### src/shared/dmcs_params.svh
`ifndef DMCS_PARAMS_SVH
`define DMCS_PARAMS_SVH

// ----------------------------------------------------------------
// Widths
// ----------------------------------------------------------------
`define DMCS_BUS_W        16
`define DMCS_ADDR_W       18
`define DMCS_RFSH_W       8
`define DMCS_ZOOM_W       4

// ----------------------------------------------------------------
// Timing
// ----------------------------------------------------------------
`define DMCS_CORE_CLK_NS  20
`define DMCS_HALF_WORD_NS 20
`define DMCS_HALF_TICKS   ((`DMCS_HALF_WORD_NS + `DMCS_CORE_CLK_NS - 1) / `DMCS_CORE_CLK_NS)
`define DMCS_PHASE_FIRST  1'b0
`define DMCS_PHASE_LAST   1'b1

// ----------------------------------------------------------------
// Reset values
// ----------------------------------------------------------------
`define DMCS_ADDR_RST     18'h00000
`define DMCS_DATA_RST     16'h0000
`define DMCS_RFSH_RST     8'h00
`define DMCS_ZCNT_ONE     5'h01
`define DMCS_ZCNT_RST     5'h00

`endif

### src/shared/dmcs_pkg.sv
package dmcs_pkg;

    // Gray along P1 -> P2 -> P3 -> P4, zoom periods hang off P2
    typedef enum logic [2:0] {
        DMCS_ST_P1   = 3'b000,
        DMCS_ST_P2   = 3'b001,
        DMCS_ST_P3   = 3'b011,
        DMCS_ST_P4   = 3'b010,
        DMCS_ST_ZOOM = 3'b110
    } dmcs_state_t;

    typedef enum logic [2:0] {
        DMCS_CYC_BLANK   = 3'h0,
        DMCS_CYC_DISPLAY = 3'h1,
        DMCS_CYC_ZOOM    = 3'h2,
        DMCS_CYC_RMW     = 3'h3,
        DMCS_CYC_REFRESH = 3'h4
    } dmcs_cycle_t;

    typedef enum logic [1:0] {
        DMCS_OP_REPLACE    = 2'h0,
        DMCS_OP_COMPLEMENT = 2'h1,
        DMCS_OP_CLEAR      = 2'h2,
        DMCS_OP_SET        = 2'h3
    } dmcs_draw_op_t;

endpackage : dmcs_pkg

### src/shared/dmcs_rfsh_if.sv
`timescale 1ns/1ps
`include "dmcs_params.svh"

interface dmcs_rfsh_if #(
    parameter int RFSH_W = `DMCS_RFSH_W
);
    logic              step;
    logic [RFSH_W-1:0] row;

    modport seq  (output step, input  row);
    modport cnt  (input  step, output row);
endinterface : dmcs_rfsh_if

### src/hdl/dmcs_refresh.sv
`timescale 1ns/1ps
`include "dmcs_params.svh"

module dmcs_refresh #(
    parameter int RFSH_W = `DMCS_RFSH_W
) (
    input  wire logic  core_clk,    // Core clock
    input  wire logic  rst,         // Async reset, high
    input  wire logic  ce,          // Clock enable
    dmcs_rfsh_if.cnt   rf           // Step in, row out
);

    logic [RFSH_W-1:0] row_reg;
    logic [RFSH_W-1:0] row_next;

    initial
    begin
        if (RFSH_W < 1 || RFSH_W > `DMCS_BUS_W)
            $error("dmcs_refresh: RFSH_W out of range");
    end

    // Wraps freely so every row recurs each 2**RFSH_W refresh cycles
    assign row_next = rf.step ? RFSH_W'(row_reg + 1'b1) : row_reg;
    assign rf.row   = row_reg;

    always_ff @(posedge core_clk or posedge rst)
    begin
        if (rst)
            row_reg <= `DMCS_RFSH_RST;
        else if (ce)
            row_reg <= row_next;
    end

endmodule : dmcs_refresh

### src/hdl/dmcs_seq.sv
`timescale 1ns/1ps
`include "dmcs_params.svh"


module dmcs_seq #(
    parameter int ADDR_W = `DMCS_ADDR_W,
    parameter int ZOOM_W = `DMCS_ZOOM_W,
    parameter int RFSH_W = `DMCS_RFSH_W
) (
    input  wire logic                  core_clk,                 // Core clock
    input  wire logic                  rst,                      // Async reset, high
    input  wire logic                  ce,                       // Clock enable
    input  wire logic                  active_scan,              // Active raster time
    input  wire logic                  hsync,                    // Horizontal sync
    input  wire logic                  disp_req,                 // Scan wants a fetch
    input  wire logic [ADDR_W-1:0]     disp_addr,                // Fetch address
    input  wire logic [ZOOM_W-1:0]     zoom_factor,              // Zoom minus one
    input  wire logic                  draw_anytime,             // Draw during scan
    input  wire logic                  refresh_en,               // Refresh on sync
    input  wire logic                  draw_req,                 // Drawing pending
    input  wire logic [ADDR_W-1:0]     draw_addr,                // Drawing address
    input  wire dmcs_pkg::dmcs_draw_op_t draw_op,                // Modify operation
    input  wire logic [`DMCS_BUS_W-1:0] draw_pattern,            // Modify pattern
    input  wire logic [`DMCS_BUS_W-1:0] draw_mask,               // Bits to modify
    output logic                       draw_ack,                 // Drawing done
    output logic                       disp_ack,                 // Fetch issued
    input  wire logic [`DMCS_BUS_W-1:0] muxed_addr_data_bus_i,   // Bus in
    output logic [`DMCS_BUS_W-1:0]     muxed_addr_data_bus_o,    // Bus out
    output logic                       muxed_addr_data_bus_oe,   // Bus drive
    output logic                       upper_address_bit_lo,     // Address 16
    output logic                       upper_address_bit_hi,     // Address 17
    output logic                       ale,                      // Address strobe
    output logic                       read_data_input_strobe_n, // Read strobe
    output logic                       word_rate_clock,          // Word clock out
    output dmcs_pkg::dmcs_cycle_t      cycle_type,               // Current type
    output logic                       blank,                    // Not display
    output logic [`DMCS_BUS_W-1:0]     rmw_read_data             // Last read word
);

    // ----------------------------------------------------------------
    // Parameter checks
    // ----------------------------------------------------------------
    initial
    begin
        if (ADDR_W <= `DMCS_BUS_W || ADDR_W > `DMCS_ADDR_W)
            $error("dmcs_seq: ADDR_W out of range");
        if (ZOOM_W < 1 || ZOOM_W > `DMCS_BUS_W)
            $error("dmcs_seq: ZOOM_W out of range");
        if (RFSH_W < 1 || RFSH_W > `DMCS_BUS_W)
            $error("dmcs_seq: RFSH_W out of range");
        if (`DMCS_HALF_TICKS != 1)
            $error("dmcs_seq: half word period must be one core cycle");
    end

    localparam int ZC_W = ZOOM_W + 1;

    // ----------------------------------------------------------------
    // State
    // ----------------------------------------------------------------
    dmcs_pkg::dmcs_state_t      state_reg;
    dmcs_pkg::dmcs_state_t      state_next;
    dmcs_pkg::dmcs_cycle_t      type_reg;
    dmcs_pkg::dmcs_cycle_t      type_next;
    logic                       phase_reg;
    logic [ADDR_W-1:0]          addr_reg;
    logic [ADDR_W-1:0]          addr_next;
    logic [ZC_W-1:0]            zcnt_reg;
    logic [ZC_W-1:0]            zcnt_next;
    logic [`DMCS_BUS_W-1:0]     rdata_reg;
    logic [`DMCS_BUS_W-1:0]     wdata_reg;
    logic [`DMCS_BUS_W-1:0]     wdata_next;
    logic                       draw_ack_reg;
    logic                       disp_ack_reg;

    dmcs_rfsh_if #(.RFSH_W(RFSH_W)) rfsh ();

    dmcs_refresh #(
        .RFSH_W (RFSH_W)
    ) u_refresh (
        .core_clk (core_clk),
        .rst      (rst),
        .ce       (ce),
        .rf       (rfsh.cnt)
    );

    // ----------------------------------------------------------------
    // Period timing
    // ----------------------------------------------------------------
    // A word period is two core cycles: first half and second half
    wire period_end  = (phase_reg == `DMCS_PHASE_LAST);
    wire in_p1       = (state_reg == dmcs_pkg::DMCS_ST_P1);
    wire in_p2       = (state_reg == dmcs_pkg::DMCS_ST_P2);
    wire in_p3       = (state_reg == dmcs_pkg::DMCS_ST_P3);
    wire in_p4       = (state_reg == dmcs_pkg::DMCS_ST_P4);
    wire in_zoom     = (state_reg == dmcs_pkg::DMCS_ST_ZOOM);
    wire is_rmw      = (type_reg == dmcs_pkg::DMCS_CYC_RMW);
    wire is_zoomed   = (type_reg == dmcs_pkg::DMCS_CYC_ZOOM);
    wire zoom_more   = is_zoomed && (zcnt_reg != `DMCS_ZCNT_RST);
    wire zoom_last   = (zcnt_reg == `DMCS_ZCNT_ONE);

    // Cycle ends only after whole periods, so lengths stay even
    wire cycle_end   = period_end &&
                       ((in_p2 && !is_rmw && !zoom_more) ||
                        in_p4 ||
                        (in_zoom && zoom_last));

    // Word clock high in first half, so its rising edge opens a period
    assign word_rate_clock = (phase_reg == `DMCS_PHASE_FIRST);

    // ----------------------------------------------------------------
    // Cycle choice
    // ----------------------------------------------------------------
    // Display fetches own active scan; drawing only fills idle slots
    wire draw_allowed = draw_req && (draw_anytime || !active_scan);
    wire pick_rfsh    = hsync && refresh_en;
    wire pick_disp    = !hsync && active_scan && disp_req;
    wire pick_draw    = !pick_rfsh && !pick_disp && draw_allowed;
    wire zoom_on      = (zoom_factor != '0);

    always_comb
    begin
        if (pick_rfsh)
            type_next = dmcs_pkg::DMCS_CYC_REFRESH;
        else if (pick_disp && zoom_on)
            type_next = dmcs_pkg::DMCS_CYC_ZOOM;
        else if (pick_disp)
            type_next = dmcs_pkg::DMCS_CYC_DISPLAY;
        else if (pick_draw)
            type_next = dmcs_pkg::DMCS_CYC_RMW;
        else
            type_next = dmcs_pkg::DMCS_CYC_BLANK;
    end

    // Refresh row replaces only the low lines; the rest keep scan address
    wire [ADDR_W-1:0] rfsh_addr = {disp_addr[ADDR_W-1:RFSH_W], rfsh.row};
    wire [ADDR_W-1:0] sel_addr  = pick_rfsh ? rfsh_addr :
                                  pick_disp ? disp_addr :
                                  pick_draw ? draw_addr : disp_addr;

    assign addr_next = cycle_end ? sel_addr : addr_reg;
    assign rfsh.step = ce && cycle_end && pick_rfsh;

    // Added zoom periods come in pairs
    assign zcnt_next = (cycle_end && pick_disp) ?
                       ZC_W'({zoom_factor, 1'b0}) :
                       (in_zoom && period_end) ? ZC_W'(zcnt_reg - 1'b1) :
                       zcnt_reg;

    // ----------------------------------------------------------------
    // Sequencer
    // ----------------------------------------------------------------
    always_comb
    begin
        state_next = state_reg;
        case (state_reg)
            dmcs_pkg::DMCS_ST_P1:
                if (period_end)
                    state_next = dmcs_pkg::DMCS_ST_P2;
            dmcs_pkg::DMCS_ST_P2:
                if (period_end)
                begin
                    if (is_rmw)
                        state_next = dmcs_pkg::DMCS_ST_P3;
                    else if (zoom_more)
                        state_next = dmcs_pkg::DMCS_ST_ZOOM;
                    else
                        state_next = dmcs_pkg::DMCS_ST_P1;
                end
            dmcs_pkg::DMCS_ST_P3:
                if (period_end)
                    state_next = dmcs_pkg::DMCS_ST_P4;
            dmcs_pkg::DMCS_ST_P4:
                if (period_end)
                    state_next = dmcs_pkg::DMCS_ST_P1;
            dmcs_pkg::DMCS_ST_ZOOM:
                if (period_end && zoom_last)
                    state_next = dmcs_pkg::DMCS_ST_P1;
            default:
                state_next = dmcs_pkg::DMCS_ST_P1;
        endcase
    end

    // ----------------------------------------------------------------
    // Modify unit
    // ----------------------------------------------------------------
    logic [`DMCS_BUS_W-1:0] op_bits;

    always_comb
    begin
        case (draw_op)
            dmcs_pkg::DMCS_OP_REPLACE:    op_bits = draw_pattern;
            dmcs_pkg::DMCS_OP_COMPLEMENT: op_bits = ~muxed_addr_data_bus_i;
            dmcs_pkg::DMCS_OP_CLEAR:      op_bits = '0;
            dmcs_pkg::DMCS_OP_SET:        op_bits = '1;
            default:                      op_bits = draw_pattern;
        endcase
    end

    // Sampled at the end of the read strobe, then merged under the mask
    wire sample_now = in_p3 && period_end && is_rmw;
    assign wdata_next = sample_now ?
                        ((muxed_addr_data_bus_i & ~draw_mask) | (op_bits & draw_mask)) :
                        wdata_reg;

    // ----------------------------------------------------------------
    // Pin decode
    // ----------------------------------------------------------------
    // High only in the first half of period one and through zoom padding;
    // the strobe falls mid period one so outside logic keys on the edge
    assign ale = (in_p1 && phase_reg == `DMCS_PHASE_FIRST) ||
                 in_zoom;

    // No type-specific change before mid period two
    assign read_data_input_strobe_n = !(is_rmw &&
                                        ((in_p2 && period_end) || in_p3));

    // Address for period one, modified data in period four, else float
    assign muxed_addr_data_bus_oe = in_p1 || (in_p4 && is_rmw);
    assign muxed_addr_data_bus_o  = in_p1 ? addr_reg[`DMCS_BUS_W-1:0] :
                                    in_p4 ? wdata_reg : `DMCS_DATA_RST;

    // Held from the address register, which only moves at cycle start
    assign upper_address_bit_lo = addr_reg[`DMCS_BUS_W];
    assign upper_address_bit_hi = (ADDR_W > `DMCS_BUS_W + 1) ?
                                  addr_reg[ADDR_W-1] : 1'b0;

    assign cycle_type    = type_reg;
    assign blank         = !(type_reg == dmcs_pkg::DMCS_CYC_DISPLAY ||
                             type_reg == dmcs_pkg::DMCS_CYC_ZOOM);
    assign rmw_read_data = rdata_reg;
    assign draw_ack      = draw_ack_reg;
    assign disp_ack      = disp_ack_reg;

    // ----------------------------------------------------------------
    // Registers
    // ----------------------------------------------------------------
    always_ff @(posedge core_clk or posedge rst)
    begin
        if (rst)
        begin
            phase_reg <= `DMCS_PHASE_FIRST;
            state_reg <= dmcs_pkg::DMCS_ST_P1;
            type_reg  <= dmcs_pkg::DMCS_CYC_BLANK;
        end
        else if (ce)
        begin
            phase_reg <= ~phase_reg;
            state_reg <= state_next;
            if (cycle_end)
                type_reg <= type_next;
        end
    end

    always_ff @(posedge core_clk or posedge rst)
    begin
        if (rst)
        begin
            addr_reg  <= ADDR_W'(`DMCS_ADDR_RST);
            zcnt_reg  <= `DMCS_ZCNT_RST;
            wdata_reg <= `DMCS_DATA_RST;
        end
        else if (ce)
        begin
            addr_reg  <= addr_next;
            zcnt_reg  <= zcnt_next;
            wdata_reg <= wdata_next;
        end
    end

    always_ff @(posedge core_clk or posedge rst)
    begin
        if (rst)
            rdata_reg <= `DMCS_DATA_RST;
        else if (ce && sample_now)
            rdata_reg <= muxed_addr_data_bus_i;
    end

    // One-cycle pulses so requesters can advance their queues
    always_ff @(posedge core_clk or posedge rst)
    begin
        if (rst)
        begin
            draw_ack_reg <= 1'b0;
            disp_ack_reg <= 1'b0;
        end
        else if (ce)
        begin
            draw_ack_reg <= in_p4 && period_end && is_rmw;
            disp_ack_reg <= cycle_end && pick_disp;
        end
        else
        begin
            draw_ack_reg <= 1'b0;
            disp_ack_reg <= 1'b0;
        end
    end

endmodule : dmcs_seq

### config.mk
export PLATFORM = sky130hd
export DESIGN_NAME = dmcs_seq
export DESIGN_NICKNAME = d
export VERILOG_FILES = /design/src/shared/dmcs_pkg.sv /design/src/shared/dmcs_rfsh_if.sv /design/src/hdl/dmcs_refresh.sv /design/src/hdl/dmcs_seq.sv
export VERILOG_INCLUDE_DIRS = /design/src /design/src/shared
export SDC_FILE = /design/constraint.sdc
export NUM_CORES = 1
export LEC_CHECK = 0
export BUFFER_PORTS_ARGS = -buffer_cell sky130_fd_sc_hd__buf_2
export CORE_MARGIN = 2
export CORE_UTILIZATION = 54
export CTS_CLUSTER_SIZE = 16
export DETAILED_ROUTE_END_ITERATION = 8
export PLACE_DENSITY = 0.86
export SETUP_SLACK_MARGIN = 0.3
export SYNTH_ARGS = -nofsm -noshare
export SYNTH_HDL_FRONTEND = slang
export SYNTH_SLANG_ARGS = --single-unit
### constraint.sdc
create_clock -name core_clk -period 4.8 [get_ports core_clk]
set_clock_uncertainty 0.15 [all_clocks]
set_input_delay 0.24 -clock core_clk [delete_from_list [all_inputs] [get_ports core_clk]]
set_output_delay 0.24 -clock core_clk [all_outputs]
set_load 0.01 [all_outputs]
==> results of run 1 <==
==> layout make-up <==
type,instances,area share
tap,99,0.0252
clock buffer,10,0.0259
multi-input combinational,283,0.404
timing repair buffer,144,0.148
inverter,10,0.00762
sequential,72,0.366
clock inverter,6,0.0234
==> cell usage in the layout, fill, tap and decap left out, types with 3 or more instances in the layout <==
cell         n
inv_1        8
mux2_2      19
a2bb2oi_1    3
or4b_4       3
a211oi_1     9
or3_1        3
a22o_1      16
clkbuf_8     9
o21ai_0     15
bufinv_16    3
buf_2      142
mux2i_1     38
dfrtp_1     72
nand2_1     25
nor3_1       5
ha_1         4
nor2_1      35
nor2b_1      4
a21boi_0     3
xor2_1       8
nand2b_1     5
a21o_1       9
nand3_1      5
a21oi_1     52
==> through the flow <==
stage | instance area [µm²] | instances | total power, µW
4_1_cts | 4920 | 624 | 2420
5_1_grt | 4920 | 624 | 2560
3_5_place_dp | 4670 | 607 | 1820
6_report | 4920 | 624 | 2420
3_3_place_gp | 4670 | 607 | 1790
2_1_floorplan | 3930 | 389 | 1530
==> where the power goes <==
part	internal [µW]	total, µW	leakage (µW)	switching (µW)
clock	349	588	0.000117	239
combinational	416	901	0.00161	485
sequential	761	926	0.000963	165
==> path summary, 6_finish.rpt <==
path | from | end | slack [ns] | depth (start not counted)
max | state_reg[1] | muxed_addr_data_bus_o[15] | 2.04 | 4
min | rst | rmw_read_data[2] | 0.01 | 3
max reg2reg | zcnt_reg[0] | u_refresh.rf.row[1] | 2.05 | 7
min reg2reg | addr_reg[16] | addr_reg[16] | 0.34 | 2
max in group asynchronous | rst | disp_ack | 3.91 | 3
min in group core_clk | muxed_addr_data_bus_i[0] | rmw_read_data[0] | 0.02 | 2
==> worst min-delay path: cells and delay by family <==
family / cells / cell delay, ns
buf+inv: 3 / 0.80
==> timing repair <==
action                                  4_1_cts  5_1_grt
hold buffers                                  1        0
endpoints found under the hold margin         1        0
endpoints found under the setup margin        0        0
==> kinds of logic (layout without fill, tap and decap cells) <==
| logic type | after synthesis | in the layout | synth area share |
|---|---|---|---|
| fa+ha+maj | 4 | 4 | 0.0127 |
| flops | 72 | 72 | 0.459 |
| xor+xnor | 9 | 9 | 0.0201 |
| buf+inv | 34 | 170 | 0.0360 |
| simple gates | 98 | 98 | 0.129 |
| mux | 57 | 57 | 0.151 |
| compound gates | 115 | 115 | 0.192 |
==> layer usage <==
| layer | vias up | wire length (µm) | track usage |
|---|---|---|---|
| li1 | 1664 | - | - |
| met1 | 1624 | 4360 | 0.328 |
| met2 | 122 | 4820 | 0.389 |
| met3 | 14 | 551 | 0.0600 |
| met4 | 0 | 178 | 0.0950 |
| met5 | - | 0 | 0 |
==> results.py, run 1 <==
metrics = {
    "run_status": {
        "status": "complete, no violations",
    },
    "placed_design": {
        "pre_cts_ws_ns": 2.07,
        "dpl.hpwl_um": 7190,
        "io_buffers": 142,
        "place_congestion": 0.924,
    },
    "global_routing": {
        "grtUsageTotal": 0.246,
        "grt_pass1_vias": 3243,
        "grt_start_max_net_pins": 73,
        "antenna_found_initial": 0,
        "grt_pass1_wl_um": 14900,
        "grt-ovfl-total": 0,
    },
    "floorplanning": {
        "core_mm2": 0.00714,
        "die_x_um": 89.3,
        "initial_core_util": 0.550,
        "num_rows": 31,
        "die_area_mm2": 0.00797,
        "chipHeight_um": 89.3,
        "pin_count": 143,
    },
    "yosys": {
        "syn_area_mm2": 0.00393,
        "synthTopCellsByCount": "dfrtp_1, a21oi_1, mux2i_1",
        "yosysMostFrequentCell": "dfrtp_1",
        "yosys-top-cells-area": "dfrtp_1, mux2i_1, a21oi_1",
        "synth_top_cell_by_area": "dfrtp_1",
        "ys.warnings.count": 0,
        "synth_edf_count": 0,
        "ys_ff_latch": 72,
        "syn_nets": 492,
        "avgSynthCellArea_um2": 10.1,
        "synthFlopType": "dfrtp_1",
        "syn_inst": 389,
        "yosys.area.top_type_share": 0.459,
        "synthDistinctLibCells": 43,
        "synthArstFlopShare": 1.00,
        "seq_area_frac_synth": 0.459,
    },
    "run": {
        "maxCapViolCount": 0,
    },
    "worst_setup_path": {
        "critPathMaxStageDelay_ns": 0.81,
        "cp_max_fo": 17,
        "path_cells": "nand2b_1 > nor2_1 > a22o_1 > buf_2",
        "crit_type": "reg -> out",
        "critPathSlowestCell": "nor2_1",
        "path_delay_family": "simple AND/OR/NAND/NOR gates",
        "crit_buf_inv": 1,
        "cp-start-kind": "flip-flop",
        "cp.arrival_ns": 2.37,
        "cp.required_ns": 4.41,
        "end_kind": "output pin",
    },
    "drt": {
        "drc": 0,
        "vias_per_cell": 5.49,
        "first_pass_iters": 4,
        "routed_wl_um": 9910,
        "antenna_left": 0,
        "post_drt_wl_per_cell_um": 15.9,
        "vias": 3424,
        "drt_iter0_drc": 149,
    },
    "cts": {
        "cts_sinks": 72,
        "cts_resized": 0,
        "clk_path_buf_depth": 2,
        "post-cts-setup-buffers": 0,
        "clk_pin_slew_worst_paths_ns": 0.08,
        "htreeDepth": 3,
        "clk_latency_ns": 0.34,
        "clock-root-buffer": "clkbuf_8",
        "numCtsBuffers": 9,
        "cts_tree": "yes",
    },
    "finish": {
        "fill_cells": 576,
        "seqCellArea_mm2": 0.00180,
        "nNetsFinal": 623,
        "drive_above_1_share": 0.364,
        "areaGrowthSynthToFinish_pct": 25.4,
        "multi_input_area_mm2": 0.00199,
        "largest_reg_flops": 18,
        "diodes": 0,
        "final_util": 0.690,
    },
    "sta": {
        "tns_ns": 0,
        "slew_headroom": 0.309,
        "finalCriticalPeriod_ns": 2.76,
        "fmax_mhz": 362,
        "setup_viol": 0,
        "final.setup.worst_slack_ns": 2.04,
        "worst_pin_slew_ns": 1.03,
        "hold_ws_ns": 0.0107,
        "grt_setup_unrepaired": "no",
        "hold_violations": 0,
        "final_max_slew_viol_count": 0,
        "post-route-period-util": 0.576,
    },
    "pwr": {
        "p_leak_uw": 0.00269,
        "peakVddDrop_uv": 190,
        "powerDensity_mw_per_mm2": 491,
    },
    "worst_hold_path": {
        "hold_path_class": "in -> async",
    },
}
No activity file was read; power rests on OpenSTA's default activity.
==> run 2: changes to the inputs <==
- CORE_UTILIZATION: 54 -> 50
- PLACE_DENSITY: 0.86 -> 0.81
- clock period: 4.8 -> 2.6 ns (I/O delays scaled with it)
==> run 2 against run 1 <==
First-iteration DRC count increased by 28%. Non-clock buffer count increased by 76. Flip-flop and latch count unchanged. Largest power group is now combinational cells. Highest routed layer unchanged.
==> results.py, run 2 (synthesized netlist as in run 1, its figures left out) <==
metrics = {
    "drt": {
        "drc": 0,
        "antenna_left": 0,
        "vias": 3886,
        "vias_per_cell": 5.50,
        "routed_wl_um": 12400,
        "post_drt_wl_per_cell_um": 17.5,
        "first_pass_iters": 5,
        "drt_iter0_drc": 190,
    },
    "worst_setup_path": {
        "cp.required_ns": 2.70,
        "cp.arrival_ns": 2.48,
        "critPathSlowestCell": "or4b_4",
        "end_kind": "flip-flop",
        "path_cells": "inv_2 > ha_4 > or4b_4 > o32ai_4 > o21bai_4 > buf_4 > nor3_4 > xor2_1",
        "cp_max_fo": 6,
        "critPathMaxStageDelay_ns": 0.49,
        "crit_type": "reg -> reg",
        "cp-start-kind": "flip-flop",
    },
    "worst_hold_path": {
        "hold_path_class": "in -> reg",
    },
    "finish": {
        "seqCellArea_mm2": 0.00180,
        "layout_commonest_cell": "buf_2",
        "multi_input_area_mm2": 0.00208,
        "drive_above_1_share": 0.375,
        "nNetsFinal": 700,
        "areaGrowthSynthToFinish_pct": 45.1,
        "largest_reg_flops": 18,
        "mostFrequentLayoutCells": "buf_2, dfrtp_1, dlygate4sd3_1, a21oi_1, mux2i_1",
        "fill_cells": 521,
    },
    "sta": {
        "tns_ns": 0,
        "post-route-period-util": 0.916,
        "hold_violations": 0,
        "fmax_mhz": 420,
        "setup_viol": 0,
        "slew_headroom": 0.475,
        "worst_pin_slew_ns": 0.785,
        "final_max_slew_viol_count": 0,
        "finalCriticalPeriod_ns": 2.38,
        "grt_setup_unrepaired": "yes",
    },
    "floorplanning": {
        "core_mm2": 0.00765,
        "initial_core_util": 0.513,
        "pin_count": 143,
        "chipHeight_um": 92.6,
        "die_x_um": 92.6,
        "die_area_mm2": 0.00858,
        "num_rows": 32,
    },
    "run_status": {
        "status": "complete, no violations",
    },
    "cts": {
        "clk_pin_slew_worst_paths_ns": 0.08,
        "clk_latency_ns": 0.35,
        "clk_path_buf_depth": 2,
        "cts_tree": "yes",
        "cts_sinks": 72,
        "numCtsBuffers": 9,
        "clock-root-buffer": "clkbuf_8",
        "htreeDepth": 3,
    },
    "global_routing": {
        "grt_pass1_wl_um": 19200,
        "grt_pass1_vias": 4019,
        "grt-ovfl-total": 0,
        "grtUsageTotal": 0.287,
        "grt_start_max_net_pins": 37,
        "antenna_found_initial": 0,
    },
    "pwr": {
        "peakVddDrop_uv": 378,
        "p_leak_uw": 0.00303,
        "power_uw": 4630,
        "powerDensity_mw_per_mm2": 812,
    },
    "placed_design": {
        "io_buffers": 142,
        "dpl.hpwl_um": 7460,
        "place_congestion": 0.804,
    },
    "run": {
        "maxCapViolCount": 0,
    },
}
-- run 2: timing repair --
item                       4_1_cts  5_1_grt
hold endpoints to repair       118        0
pin swaps                        3        3
gates resized for setup          7       12
hold buffers                    57        0
gates cloned                     1        0
setup buffers                    3        2
setup endpoints to repair       14       58
-- run 2: area by class of cell --
| type | instances | area share |
|---|---|---|
| Multi-Input combinational cell | 284 | 0.366 |
| Sequential cell | 72 | 0.316 |
| Timing Repair Buffer | 220 | 0.253 |
| Tap cell | 102 | 0.0224 |
| Clock buffer | 9 | 0.0217 |
| Clock inverter | 7 | 0.0127 |
| Inverter | 10 | 0.00659 |
| Antenna cell | 2 | 0.000879 |
-- run 2: power by group --
| group | switching (µW) | total (µW) | internal (µW) |
|---|---|---|---|
| Sequential | 277 | 1680 | 1400 |
| Combinational | 1080 | 2050 | 977 |
| Clock | 448 | 891 | 443 |
-- run 2: critical path, delay by kind of cell (launching register included) --
kind	cells	cell delay, ns
AO/OA/AOI/OAI	2	0.39
flip-flops	1	0.44
adder cells (fa/ha/maj)	1	0.12
AND/OR/NAND/NOR	2	0.69
buffers and inverters	2	0.28
XOR/XNOR	1	0.21
-- run 2: per-stage QoR --
| stage | worst slack (ns) | instance area, µm² | instances | util | hold slack [ns] |
|---|---|---|---|---|---|
| 6_report | 0.219 | 5700 | 706 | 0.745 | 0.00544 |
| 3_3_place_gp | 0.311 | 4790 | 625 | 0.626 | 0.114 |
| 3_5_place_dp | 0.215 | 4790 | 625 | 0.626 | 0.125 |
| 5_1_grt | 0.151 | 5690 | 704 | 0.744 | 0.0343 |
| 2_1_floorplan | 0.383 | 3930 | 389 | - | 0.0671 |
| 4_1_cts | 0.301 | 5610 | 702 | 0.734 | 0.00113 |
-- run 2: final timing paths --
| path | slack [ns] | to | cells after the start | startpoint |
|---|---|---|---|---|
| setup reg to reg | 0.22 | u_refresh.rf.row[3] | 8 | zcnt_reg[0] |
| setup / recovery | 0.22 | u_refresh.rf.row[3] | 8 | zcnt_reg[0] |
| hold / removal | 0.005 | wdata_reg[3] | 3 | draw_mask[3] |
| max in group asynchronous | 1.67 | u_refresh.rf.row[7] | 4 | rst |
| hold reg to reg | 0.32 | u_refresh.rf.row[7] | 1 | u_refresh.rf.row[7] |
| min in group asynchronous | 0.28 | rmw_read_data[2] | 4 | rst |
-- run 2: routing by layer --
layer  share of wire  up-vias  global-route usage
li1                -     1819                   -
met1            0.40     1844               0.360
met3           0.054       46              0.0504
met4           0.046        0               0.172
met5               0        -                   0
met2            0.50      177               0.467
==> run 3: changes to the inputs <==
- ABC_AREA: not set -> 1
- CORE_UTILIZATION: 50 -> 51
==> run 3 against run 2 <==
Flip-flop and latch count unchanged. Via count increased by 20%. Non-clock buffer count decreased by 3. Maximum frequency increased by 10%. Synthesized area increased by 6.8%. Sequential share of layout area decreased by 1.1 points. Power decreased by 1.9%. Final area increased by 3.6%. Worst setup slack improved by 0.23 ns. Sequential power decreased by 4%.
==> results.py, run 3 <==
metrics = {
    "run_status": {
        "status": "complete, no violations",
    },
    "worst_hold_path": {
        "hold_path_class": "in -> reg",
    },
    "worst_setup_path": {
        "cp_max_fo": 17,
        "cp.required_ns": 2.74,
        "cp.arrival_ns": 2.29,
        "crit_end": "wdata_reg[9]",
        "r2r_cells": 8,
        "end_kind": "flip-flop",
        "crit_type": "reg -> reg",
        "startpoint": "state_reg[0]",
        "path_cells": "inv_1 > nor2_1 > nand2_2 > nor3_4 > buf_6 > o211ai_1 > dlygate4sd3_1 > nand2_1",
        "r2r-start": "state_reg[0]",
        "cp-start-kind": "flip-flop",
        "r2r_setup_slack_ns": 0.45,
        "critPathMaxStageDelay_ns": 0.59,
        "critPathSlowestCell": "dlygate4sd3_1",
        "worst_r2r_endpoint": "wdata_reg[9]",
    },
    "global_routing": {
        "grt-ovfl-total": 0,
        "grt_pass1_wl_um": 19700,
        "grt_start_max_net_pins": 48,
        "grtUsageTotal": 0.279,
        "grt_pass1_vias": 4344,
        "antenna_found_initial": 0,
    },
    "sta": {
        "grt_setup_unrepaired": "no",
        "final_max_slew_viol_count": 0,
        "post-route-period-util": 0.829,
        "tns_ns": 0,
        "finalCriticalPeriod_ns": 2.15,
        "setup_viol": 0,
        "final.setup.worst_slack_ns": 0.445,
        "hold_ws_ns": 0.00905,
        "worst_pin_slew_ns": 1.00,
        "slew_headroom": 0.330,
        "hold_violations": 0,
        "fmax_mhz": 464,
    },
    "drt": {
        "vias": 4673,
        "routed_wl_um": 12400,
        "drc": 0,
        "antenna_left": 0,
        "first_pass_iters": 5,
        "vias_per_cell": 5.27,
        "post_drt_wl_per_cell_um": 14.0,
        "drt_iter0_drc": 219,
    },
    "yosys": {
        "synth_edf_count": 0,
        "synth_top_cell_by_area": "dfrtp_1",
        "avgSynthCellArea_um2": 7.32,
        "syn_nets": 676,
        "seq_area_frac_synth": 0.430,
        "synthFlopType": "dfrtp_1",
        "yosys.area.top_type_share": 0.430,
        "syn_area_mm2": 0.00419,
        "synthDistinctLibCells": 29,
        "synthTopCellsByCount": "nand2_1, dfrtp_1, inv_1",
        "synthArstFlopShare": 1.00,
        "ys_ff_latch": 72,
        "yosysMostFrequentCell": "nand2_1",
        "syn_inst": 573,
        "ys.warnings.count": 0,
        "yosys-top-cells-area": "dfrtp_1, nand2_1, o21ai_0",
    },
    "finish": {
        "drive_above_1_share": 0.238,
        "final_util": 0.729,
        "fill_cells": 633,
        "diodes": 0,
        "areaGrowthSynthToFinish_pct": 40.7,
        "layout_commonest_cell": "nand2_1",
        "largest_reg_flops": 18,
        "nNetsFinal": 880,
        "mostFrequentLayoutCells": "nand2_1, buf_2, dfrtp_1, inv_1, o21ai_0",
    },
    "placed_design": {
        "dpl.hpwl_um": 8200,
        "io_buffers": 142,
        "pre_cts_ws_ns": 0.515,
        "place_congestion": 0.953,
    },
    "pwr": {
        "peakVddDrop_uv": 317,
        "p_leak_uw": 0.00324,
        "powerDensity_mw_per_mm2": 770,
    },
    "floorplanning": {
        "num_rows": 33,
        "die_x_um": 94.7,
        "chipHeight_um": 94.7,
        "core_mm2": 0.00809,
        "die_area_mm2": 0.00896,
        "pin_count": 143,
        "initial_core_util": 0.518,
    },
    "cts": {
        "htreeDepth": 3,
        "numCtsBuffers": 9,
        "clk_latency_ns": 0.35,
        "cts_sinks": 72,
        "clk_pin_slew_worst_paths_ns": 0.07,
        "clock-root-buffer": "clkbuf_8",
        "clk_path_buf_depth": 2,
        "cts_tree": "yes",
    },
    "run": {
        "maxCapViolCount": 0,
    },
}
## run 3: cell count changes after synthesis, moves of 16 or more
cell | previous run | this run
nand2_1 | 25 | 197
a21oi_1 | 52 | 2
o21ai_0 | 15 | 66
mux2i_1 | 38 | 0
mux2_2 | 19 | 0
o211ai_1 | 0 | 37
a22o_1 | 16 | 0
inv_1 | 9 | 72
nand3_1 | 5 | 37
## run 3: worst min-delay path by stage
stage,startpoint,to,cells after the start
after floorplan,ce,period_end,2
after global placement,rst,rmw_read_data[5],2
after detailed placement,rst,rmw_read_data[5],2
after CTS,disp_addr[2],addr_reg[2],5
after global routing,disp_addr[8],addr_reg[8],5
final,disp_addr[14],addr_reg[14],5
## run 3: through the flow
stage | area, µm² | total power [µW] | instances
2_1_floorplan | 4190 | 2770 | 573
5_1_grt | 5900 | 4860 | 887
3_3_place_gp | 4960 | 3290 | 803
4_1_cts | 5850 | 4510 | 884
3_5_place_dp | 4960 | 3360 | 803
6_report | 5900 | 4540 | 887
## run 3: power breakdown
part / switching, µW / internal [µW]
registers: 218 / 1400
logic: 1130 / 705
clock network: 419 / 664
## run 3: layout make-up
| type | count | area, µm² | share of cell area |
|---|---|---|---|
| clock inverters | 5 | 104 | 0.0176 |
| well taps | 105 | 131 | 0.0223 |
| flip-flops and latches | 72 | 1800 | 0.305 |
| repair buffers | 217 | 1470 | 0.248 |
| clock buffers | 11 | 141 | 0.0240 |
| inverters | 75 | 287 | 0.0486 |
| multi-input cells | 402 | 1970 | 0.334 |
## run 3: what timing repair did
action	CTS	global route
hold buffers	65	0
endpoints found under the hold margin	76	0
resized for setup	0	2
buffers inserted	0	3
endpoints found under the setup margin	0	8
## run 3: cell families after synthesis
| logic type | Yosys count | synth area share |
|---|---|---|
| flops | 72 | 0.430 |
| simple gates | 271 | 0.268 |
| xor+xnor | 9 | 0.0188 |
| fa+ha+maj | 4 | 0.0119 |
| buf+inv | 99 | 0.102 |
| compound gates | 118 | 0.169 |
## run 3: routing by layer
metal	part of all wire	global-route usage	up-vias
met4	0.036	0.133	0
met3	0.057	0.0375	43
met1	0.41	0.350	2184
li1	-	-	2247
met2	0.50	0.476	199
met5	0	0	-
## run 3: critical path, delay by kind of cell, from the launching register on
family / cells / cell delay, ns
compound gates: 1 / 0.11
buf+inv: 3 / 0.88
flops: 1 / 0.44
simple gates: 4 / 0.50
